## src/suv_regs.vh

```
// Register map, field positions and timing constants of the supply supervisor
// Notes on behaviour
// A supply drop below the warning level sets the warning event and, unless masked, pulls interrupt_request_n low.
// The host clears the warning event, and interrupt_request_n is released once no unmasked event remains.
// After the supply rises back above the warning level a 1 s debounce runs before monitoring resumes.
// While that debounce runs the comparators are ignored, so a new drop raises no event.
// A drop below supply_error_threshold sets the supply fault flag and starts a shutdown.
// The error shutdown steps down like a normal power-down but ends in RESET instead of POWERDOWN.
// Finishing the error shutdown clears the retry counter and leaves the fault flag set.
// The sequencer stays in RESET while the supply is below the error level, then runs a cold boot.
// Once started, the host reads and writes the registers for configuration and interrupt service.
// During power-down host_reboot_n is asserted and supplies switch off in reverse power-up order.
// Successive supply steps are spaced 2 ms apart when powering up and down.
// The warning event stays set until the host clears it, whatever the supply does meanwhile.
`ifndef SUV_REGS_VH
`define SUV_REGS_VH

// ----------------------------------------------------------------------
// Register byte addresses
// ----------------------------------------------------------------------
`define SUV_ADDR_EVENT 8'h00
`define SUV_ADDR_MASK 8'h04
`define SUV_ADDR_FAULT 8'h08
`define SUV_ADDR_CTRL 8'h0c
`define SUV_ADDR_STATUS 8'h10
`define SUV_ADDR_RETRY 8'h14

// ----------------------------------------------------------------------
// Fields and reset values
// ----------------------------------------------------------------------
`define SUV_CTRL_RST 1'b1
`define SUV_MASK_RST 1'b0
`define SUV_CMP_RST 2'h2
`define SUV_RETRY_RST 4'h0
`define SUV_ST_RETRY_LSB 8
`define SUV_ST_DB_BIT 16
`define SUV_LAST_SUP 2'h3
`define SUV_FIRST_SUP 2'h0
`define SUV_RESP_OKAY 2'h0
`define SUV_RESP_SLVERR 2'h2

// ----------------------------------------------------------------------
// Timing
// ----------------------------------------------------------------------
`define SUV_CLK_HZ 50000000
`define SUV_DEBOUNCE_S 1
`define SUV_STEP_MS 2

`endif

```

## src/suv_sync.v

```verilog
// Two-stage synchroniser for asynchronous level inputs
`timescale 1ns/10ps
module suv_sync #(
   parameter W = 1,
   parameter [W-1:0] RST_VAL = {W{1'b0}}
) (
   input wire aclk, // Clock
   input wire aresetn, // Synchronous reset, active low
   input wire [W-1:0] d, // Asynchronous levels
   output reg [W-1:0] q // Synchronised levels
);
   reg [W-1:0] meta_q;

   always @(posedge aclk) begin
      if (!aresetn) begin
         meta_q <= RST_VAL;
         q <= RST_VAL;
      end else begin
         meta_q <= d;
         q <= meta_q;
      end
   end
endmodule // suv_sync

```

## src/suv_supervisor.v

```verilog
// Supply undervoltage supervisor with power sequencer and AXI4-Lite registers
`timescale 1ns/10ps
`include "suv_regs.vh"
module suv_supervisor #(
   parameter DEBOUNCE_CYCLES = `SUV_DEBOUNCE_S * `SUV_CLK_HZ,
   parameter STEP_CYCLES = `SUV_STEP_MS * (`SUV_CLK_HZ / 1000)
) (
   input wire aclk, // Clock, 50 MHz
   input wire aresetn, // Synchronous reset, active low
   input wire awvalid, // Write address valid
   output reg awready, // Write address ready
   input wire [7:0] awaddr, // Write byte address
   input wire wvalid, // Write data valid
   output reg wready, // Write data ready
   input wire [31:0] wdata, // Write data
   input wire [3:0] wstrb, // Write byte strobes
   output reg bvalid, // Write response valid
   input wire bready, // Write response ready
   output reg [1:0] bresp, // Write response
   input wire arvalid, // Read address valid
   output reg arready, // Read address ready
   input wire [7:0] araddr, // Read byte address
   output reg rvalid, // Read data valid
   input wire rready, // Read data ready
   output reg [31:0] rdata, // Read data
   output reg [1:0] rresp, // Read response
   input wire supply_below_warn, // Comparator: supply under warning level
   input wire supply_error_threshold, // Comparator: supply under error level
   output reg [3:0] supply_en, // Supply rail enables
   output reg host_reboot_n, // Host reboot, active low
   output reg interrupt_request_n // Interrupt, active low
);
   // ----------------------------------------------------------------------
   // Sequencer modes
   // ----------------------------------------------------------------------
   localparam [4:0] ST_RESET = 5'h01;
   localparam [4:0] ST_UP = 5'h02;
   localparam [4:0] ST_ACTIVE = 5'h04;
   localparam [4:0] ST_DOWN = 5'h08;
   localparam [4:0] ST_OFF = 5'h10;

   reg [4:0] st_q;
   reg [1:0] idx_q;
   reg to_reset_q;
   reg [31:0] step_cnt_q;
   reg [3:0] retry_q;
   reg ctrl_en_q;
   reg mask_q;
   reg ev_warn_q;
   reg fault_q;
   reg warn_low_q;
   reg db_active_q;
   reg [31:0] db_cnt_q;
   reg aw_held_q;
   reg w_held_q;
   reg [7:0] wr_addr_q;
   reg [31:0] wr_data_q;
   reg [3:0] wr_strb_q;
   reg [31:0] rd_mux;
   reg rd_ok;
   wire warn_s;
   wire err_s;
   wire [1:0] cmp_s;

   // ----------------------------------------------------------------------
   // Comparator synchronisation
   // ----------------------------------------------------------------------
   // Error resets to "low supply" so nothing sequences until the levels are
   // real; warning resets to "good" so leaving reset raises no false event.
   suv_sync #(.W(2), .RST_VAL(`SUV_CMP_RST)) u_sync (
      .aclk(aclk),
      .aresetn(aresetn),
      .d({supply_error_threshold, supply_below_warn}),
      .q(cmp_s)
   );
   assign warn_s = cmp_s[0];
   assign err_s = cmp_s[1];

   // ----------------------------------------------------------------------
   // Register access strobes
   // ----------------------------------------------------------------------
   wire do_wr = aw_held_q & w_held_q & ~bvalid;
   wire wr_lo = do_wr & wr_strb_q[0];
   wire wr_ev = wr_lo & (wr_addr_q == `SUV_ADDR_EVENT);
   wire wr_mask = wr_lo & (wr_addr_q == `SUV_ADDR_MASK);
   wire wr_fault = wr_lo & (wr_addr_q == `SUV_ADDR_FAULT);
   wire wr_ctrl = wr_lo & (wr_addr_q == `SUV_ADDR_CTRL);
   wire wr_retry = wr_lo & (wr_addr_q == `SUV_ADDR_RETRY);
   wire ar_hs = arvalid & arready;
   wire rd_ev = ar_hs & (araddr == `SUV_ADDR_EVENT);
   wire wr_known = (wr_addr_q == `SUV_ADDR_EVENT) | (wr_addr_q == `SUV_ADDR_MASK) |
                   (wr_addr_q == `SUV_ADDR_FAULT) | (wr_addr_q == `SUV_ADDR_CTRL) |
                   (wr_addr_q == `SUV_ADDR_STATUS) | (wr_addr_q == `SUV_ADDR_RETRY);

   // ----------------------------------------------------------------------
   // Supply monitor
   // ----------------------------------------------------------------------
   wire mon_on = ~db_active_q;
   wire warn_set = mon_on & warn_s & ~warn_low_q;
   wire seq_on = (st_q == ST_UP) | (st_q == ST_ACTIVE);
   wire err_set = mon_on & err_s & seq_on;

   always @(posedge aclk) begin
      if (!aresetn) begin
         warn_low_q <= 1'b0;
         db_active_q <= 1'b0;
         db_cnt_q <= 32'h0;
      end else if (warn_set) begin
         warn_low_q <= 1'b1;
      end else if (warn_low_q & ~warn_s) begin
         warn_low_q <= 1'b0;
         db_active_q <= 1'b1;
         db_cnt_q <= DEBOUNCE_CYCLES - 1;
      end else if (db_active_q) begin
         if (db_cnt_q == 32'h0) begin
            db_active_q <= 1'b0;
         end else begin
            db_cnt_q <= db_cnt_q - 32'h1;
         end
      end
   end

   // ----------------------------------------------------------------------
   // Event, mask, fault and control registers
   // ----------------------------------------------------------------------
   // A new warning in the same cycle as a clear keeps the bit set.
   always @(posedge aclk) begin
      if (!aresetn) begin
         ev_warn_q <= 1'b0;
         fault_q <= 1'b0;
         mask_q <= `SUV_MASK_RST;
         ctrl_en_q <= `SUV_CTRL_RST;
         interrupt_request_n <= 1'b1;
      end else begin
         ev_warn_q <= warn_set | (ev_warn_q & ~((wr_ev & wr_data_q[0]) | rd_ev));
         fault_q <= err_set | (fault_q & ~(wr_fault & wr_data_q[0]));
         if (wr_mask) begin
            mask_q <= wr_data_q[0];
         end
         if (st_q == ST_RESET) begin
            ctrl_en_q <= `SUV_CTRL_RST;
         end else if (wr_ctrl) begin
            ctrl_en_q <= wr_data_q[0];
         end
         interrupt_request_n <= ~(ev_warn_q & ~mask_q);
      end
   end

   // ----------------------------------------------------------------------
   // Power sequencer
   // ----------------------------------------------------------------------
   always @(posedge aclk) begin
      if (!aresetn) begin
         st_q <= ST_RESET;
         idx_q <= `SUV_FIRST_SUP;
         to_reset_q <= 1'b0;
         step_cnt_q <= 32'h0;
         retry_q <= `SUV_RETRY_RST;
         supply_en <= 4'h0;
         host_reboot_n <= 1'b0;
      end else begin
         if (wr_retry) begin
            retry_q <= wr_data_q[3:0];
         end
         case (st_q)
            ST_RESET: begin
               supply_en <= 4'h0;
               host_reboot_n <= 1'b0;
               if (!err_s) begin
                  st_q <= ST_UP;
                  idx_q <= `SUV_FIRST_SUP;
                  step_cnt_q <= STEP_CYCLES - 1;
               end
            end
            ST_UP: begin
               host_reboot_n <= 1'b1;
               if (err_set) begin
                  st_q <= ST_DOWN;
                  to_reset_q <= 1'b1;
                  idx_q <= `SUV_LAST_SUP;
                  step_cnt_q <= STEP_CYCLES - 1;
                  host_reboot_n <= 1'b0;
               end else if (step_cnt_q == 32'h0) begin
                  supply_en <= supply_en | (4'h1 << idx_q);
                  if (idx_q == `SUV_LAST_SUP) begin
                     st_q <= ST_ACTIVE;
                  end else begin
                     idx_q <= idx_q + 2'h1;
                     step_cnt_q <= STEP_CYCLES - 1;
                  end
               end else begin
                  step_cnt_q <= step_cnt_q - 32'h1;
               end
            end
            ST_ACTIVE: begin
               if (err_set | ~ctrl_en_q) begin
                  st_q <= ST_DOWN;
                  to_reset_q <= err_set;
                  idx_q <= `SUV_LAST_SUP;
                  step_cnt_q <= STEP_CYCLES - 1;
                  host_reboot_n <= 1'b0;
               end
            end
            ST_DOWN: begin
               host_reboot_n <= 1'b0;
               if (step_cnt_q == 32'h0) begin
                  supply_en <= supply_en & ~(4'h1 << idx_q);
                  if (idx_q == `SUV_FIRST_SUP) begin
                     if (to_reset_q) begin
                        st_q <= ST_RESET;
                        retry_q <= `SUV_RETRY_RST;
                     end else begin
                        st_q <= ST_OFF;
                     end
                  end else begin
                     idx_q <= idx_q - 2'h1;
                     step_cnt_q <= STEP_CYCLES - 1;
                  end
               end else begin
                  step_cnt_q <= step_cnt_q - 32'h1;
               end
            end
            ST_OFF: begin
               host_reboot_n <= 1'b0;
               if (ctrl_en_q) begin
                  st_q <= ST_UP;
                  idx_q <= `SUV_FIRST_SUP;
                  step_cnt_q <= STEP_CYCLES - 1;
               end
            end
            default: begin
               st_q <= ST_RESET;
            end
         endcase
      end
   end

   // ----------------------------------------------------------------------
   // AXI4-Lite write channel
   // ----------------------------------------------------------------------
   // Address and data are taken in either order; ready stays low until
   // the response is accepted, so one write is in flight at most.
   always @(posedge aclk) begin
      if (!aresetn) begin
         awready <= 1'b1;
         wready <= 1'b1;
         aw_held_q <= 1'b0;
         w_held_q <= 1'b0;
         wr_addr_q <= 8'h0;
         wr_data_q <= 32'h0;
         wr_strb_q <= 4'h0;
         bvalid <= 1'b0;
         bresp <= `SUV_RESP_OKAY;
      end else begin
         if (awvalid & awready) begin
            awready <= 1'b0;
            aw_held_q <= 1'b1;
            wr_addr_q <= awaddr;
         end
         if (wvalid & wready) begin
            wready <= 1'b0;
            w_held_q <= 1'b1;
            wr_data_q <= wdata;
            wr_strb_q <= wstrb;
         end
         if (do_wr) begin
            aw_held_q <= 1'b0;
            w_held_q <= 1'b0;
            bvalid <= 1'b1;
            bresp <= wr_known ? `SUV_RESP_OKAY : `SUV_RESP_SLVERR;
         end
         if (bvalid & bready) begin
            bvalid <= 1'b0;
            awready <= 1'b1;
            wready <= 1'b1;
         end
      end
   end

   // ----------------------------------------------------------------------
   // AXI4-Lite read channel
   // ----------------------------------------------------------------------
   always @* begin
      rd_mux = 32'h0;
      rd_ok = 1'b1;
      case (araddr)
         `SUV_ADDR_EVENT: rd_mux = {31'h0, ev_warn_q};
         `SUV_ADDR_MASK: rd_mux = {31'h0, mask_q};
         `SUV_ADDR_FAULT: rd_mux = {31'h0, fault_q};
         `SUV_ADDR_CTRL: rd_mux = {31'h0, ctrl_en_q};
         `SUV_ADDR_STATUS: rd_mux = {27'h0, st_q} |
                                    ({28'h0, retry_q} << `SUV_ST_RETRY_LSB) |
                                    ({31'h0, db_active_q} << `SUV_ST_DB_BIT);
         `SUV_ADDR_RETRY: rd_mux = {28'h0, retry_q};
         default: rd_ok = 1'b0;
      endcase
   end

   always @(posedge aclk) begin
      if (!aresetn) begin
         arready <= 1'b1;
         rvalid <= 1'b0;
         rdata <= 32'h0;
         rresp <= `SUV_RESP_OKAY;
      end else begin
         if (ar_hs) begin
            arready <= 1'b0;
            rvalid <= 1'b1;
            rdata <= rd_mux;
            rresp <= rd_ok ? `SUV_RESP_OKAY : `SUV_RESP_SLVERR;
         end else if (rvalid & rready) begin
            rvalid <= 1'b0;
            arready <= 1'b1;
         end
      end
   end
endmodule // suv_supervisor

```

## config.mk

```make
export PLATFORM = sky130hd
export DESIGN_NAME = suv_supervisor
export DESIGN_NICKNAME = d
export VERILOG_FILES = /design/src/suv_sync.v /design/src/suv_supervisor.v
export VERILOG_INCLUDE_DIRS = /design/src
export SDC_FILE = /design/constraint.sdc
export NUM_CORES = 1
export LEC_CHECK = 0
export ABC_AREA = 1
export BUFFER_PORTS_ARGS = -buffer_cell sky130_fd_sc_hd__buf_4
export CORE_AREA = 2 2 87 173
export CTS_BUF_LIST = sky130_fd_sc_hd__clkbuf_16
export DETAILED_ROUTE_END_ITERATION = 10
export DIE_AREA = 0 0 89 175
export PLACE_DENSITY_LB_ADDON = 0.3
export RECOVER_POWER = 25
export SLEW_MARGIN = 10
export SYNTH_ARGS = -nofsm -noshare
export SYNTH_HDL_FRONTEND = slang
export SYNTH_SLANG_ARGS = --single-unit
```

## constraint.sdc

```tcl
create_clock -name aclk -period 1.69 [get_ports aclk]
set_input_delay 0.338 -clock aclk [delete_from_list [all_inputs] [get_ports aclk]]
set_output_delay 0.338 -clock aclk [all_outputs]
set_load 0.005 [all_outputs]
```

==> reports/qor.yml <==
dr.pass1.iters: 6
clk_path_buf_depth: 2
track_usage_pct: 34.2
p_sw_share_pct: 46.3
finalSetupViolations: 64
yosys.area_share.simple_pct: 41.1
numPortBuffers: 52
place.detailed.hpwl_um: 17000
synth_seq_cells: 124
seq_power_share_pct: 17.3
design_area_sq_um: 11100
gp_congestion: 0.924
synthXorXnorAreaFrac_pct: 1.57
fmax_mhz: 472
drcViolationCount: 0
maxCapViolCount: 0
most-common-layout-cells: "buf_4 (249), nand2_1 (231), nor2_1 (144)"
core_area_sq_um: 14300
crit_path_start: "st_q[2]"
cts-buffers-inserted: 17
syn_area_per_cell_sq_um: 6.48
setup_slack_ns: -0.430
grt_pass1_vias: 9033
synth.yosys.seq_area_share_pct: 34.2
fin_tns_setup_ns: -13.74
drt_iter0_drc: 792
crit_path_max_fanout: 5
netSwitchingPower_mw: 9.89
crit_path_end_kind: "register"
synthDistinctLibCells: 48
clock-skew-final_ns: 0.0108
critPathLaunchType: "register"
placed_cells: 1524
slew_viol_final: 0
final_common_cell: "buf_4"
cts_tree: "yes"
pwr-share-clk_pct: 17.1
hp-class: "input pin to register"
placed_area_sq_um: 9160
synth_top_family_by_area: "simple AND/OR/NAND/NOR gates"
combPwrFrac_pct: 65.5
dieArea_sq_um: 15600
r2r_slack_ns: -0.43
p_leak_nw: 5.21
die_w_um: 89
powerDensity_nw_per_um2: 1920
wl_per_cell_um: 18.6
synthToLayoutAreaGrowth_pct: 53.0
p_int_mw: 11.5
worstHoldPathCells: 3
crit_arrival_ns: 2.48
wl_um: 30000
layout-drive-gt1-share_pct: 39.8
layout.nets: 1473
status: "finished with violations"
yosys.area_share.adder_pct: 1.21
grt_start_max_net_pins: 45
min_period_ns: 2.12
root_buffer: "clkbuf_16"
synthMuxAreaShare_pct: 0
peakVddDrop_uv: 1140
antenna_found_initial: 0
crit_type: "register to register"
grt_pass1_wl_um: 41200
gr-total-overflow: 0
vias: 9349
layoutNonFillerInstCount: 1610
ant_nets: 0
violations: "negative setup slack"
synth_ff_type: "dfxtp_1"
h-tree-depth: 4
crit-reg2reg-launch: "st_q[2]"
avgViaCountPerCell: 5.81
rsz0062_at_grt: "true"
clock_latency_ns: 0.44
final_min_period_over_clock_period_pct: 125
die_y_um: 175
rr_worst_depth: 11
power_mw: 21.4
hold_viol: 0
synth-compound-area-share_pct: 11.2
synth-edff-count: 0
cts.sinks: 124
worstHoldStart: "supply_below_warn"
worst_pin_slew_ns: 0.536
netlist_area_sq_um: 7260
worst_ep_required_time_ns: 2.05
synthArstFlopShare_pct: 0
syn_inst: 1120
rows: 62
ios: 108
n_antenna_cell: 0
clk_pin_slew_ns: 0.07
initial_utilization_pct: 50.9
relSlewSlack_pct: 64.2
yosysWarnings: 0
flip-flops by register name, summed over array words and instances, names as in the netlist, 2 cells and up:
| register | flops |
|---|---|
| step_cnt_q | 32 |
| rdata | 10 |
| retry_q | 4 |
| idx_q | 2 |
| st_q | 5 |
| wr_data_q | 4 |
| u_sync.q | 2 |
| supply_en | 4 |
| wr_addr_q | 8 |
| db_cnt_q | 32 |
| u_sync.meta_q | 2 |
layer usage:
layer | vias up | wire length (um) | global-route usage [%]
met1 | 4335 | 9180 | 29.7
met3 | 271 | 2280 | 7.89
li1 | 4180 | - | -
met5 | - | 0 | 0
met4 | 0 | 3230 | 28.1
met2 | 563 | 15300 | 62.3
worst paths after layout:
check                                   endpoint
worst max-delay path              step_cnt_q[12]
worst min register to register       u_sync.q[1]
worst min-delay path            u_sync.meta_q[0]
worst max register to register    step_cnt_q[12]
cell families after synthesis:
kind of cell,Yosys count
fa+ha+maj,7
xor+xnor,13
flops,124
compound gates,151
simple gates,654
other cells,1
buf+inv,170
synth_stat cells (2+ instances only):
cell | instances | share of area (%)
nand4_1 | 32 | 2.8
nor3_1 | 16 | 1.1
nand2_2 | 6 | 0.52
or2_2 | 5 | 0.43
buf_2 | 4 | 0.28
a31oi_1 | 9 | 0.78
nand3_1 | 79 | 5.4
buf_4 | 24 | 2.5
nand2_4 | 2 | 0.31
ha_1 | 7 | 1.2
nor2_4 | 5 | 0.78
o21a_1 | 2 | 0.21
nand2_1 | 274 | 14
o21ai_0 | 52 | 3.6
inv_2 | 13 | 0.67
nor2_1 | 185 | 9.6
o21bai_1 | 2 | 0.21
a21oi_1 | 71 | 4.9
nor2_2 | 19 | 1.6
nor2_8 | 2 | 0.55
buf_6 | 5 | 0.78
xor2_1 | 7 | 0.84
dfxtp_1 | 124 | 34
nand3_2 | 12 | 1.7
nor3_2 | 2 | 0.28
o21ai_1 | 2 | 0.14
nor4_1 | 3 | 0.26
buf_1 | 2 | 0.10
a211oi_1 | 3 | 0.31
o22ai_1 | 3 | 0.26
nand3_4 | 2 | 0.48
xnor2_1 | 6 | 0.72
nand4_2 | 3 | 0.52
inv_1 | 106 | 5.5
clkbuf_1 | 15 | 0.78
nand3b_1 | 4 | 0.41
what timing repair did:
item | 4_1_cts | 5_1_grt
pin swaps | 62 | 79
setup buffers | 24 | 27
hold buffers | 0 | 0
endpoints found under the hold margin | 0 | 0
setup endpoints to repair | 72 | 78
resized for setup | 131 | 149
gates cloned | 5 | 1
per-stage QoR:
stage / util [%] / setup WS (ns) / hold slack [ns]
2_1_floorplan: - / -0.00486 / 0.390
3_3_place_gp: 64.2 / -0.365 / 0.397
3_5_place_dp: 64.2 / -0.380 / 0.407
4_1_cts: 73.2 / -0.118 / 0.0786
5_1_grt: 77.8 / -0.670 / 0.0848
6_report: 77.8 / -0.430 / 0.0753
power groups by stage:
stage | Sequential [mW] | Combinational, mW | Clock (mW)
floorplan | 3.63 | 5.40 | 0
global placement | 3.60 | 9.40 | 0
detailed placement | 3.62 | 9.54 | 0
CTS | 3.60 | 11.1 | 3.66
global route | 3.72 | 14.7 | 3.81
finish | 3.70 | 14.0 | 3.66
cell type report:
cell class / count / area [sq um]
clock buffers: 17 / 425
repair buffers: 289 / 2410
multi-input cells: 853 / 4880
clock inverters: 15 / 150
inverters: 120 / 478
fillers: 978 / 3170
well taps: 192 / 240
flip-flops and latches: 124 / 2520
worst max-delay path: stages, from the launching register on:
cell	delay, ns
dfxtp_2	0.34
nor2_4	0.13
nand4_2	0.11
buf_4	0.17
nor2_4	0.10
buf_4	0.12
inv_1	0.13
a21oi_4	0.20
nor2_4	0.08
nor2_4	0.31
nand2_1	0.17
nor2_1	0.18
Power figures use the tool's default switching activity.
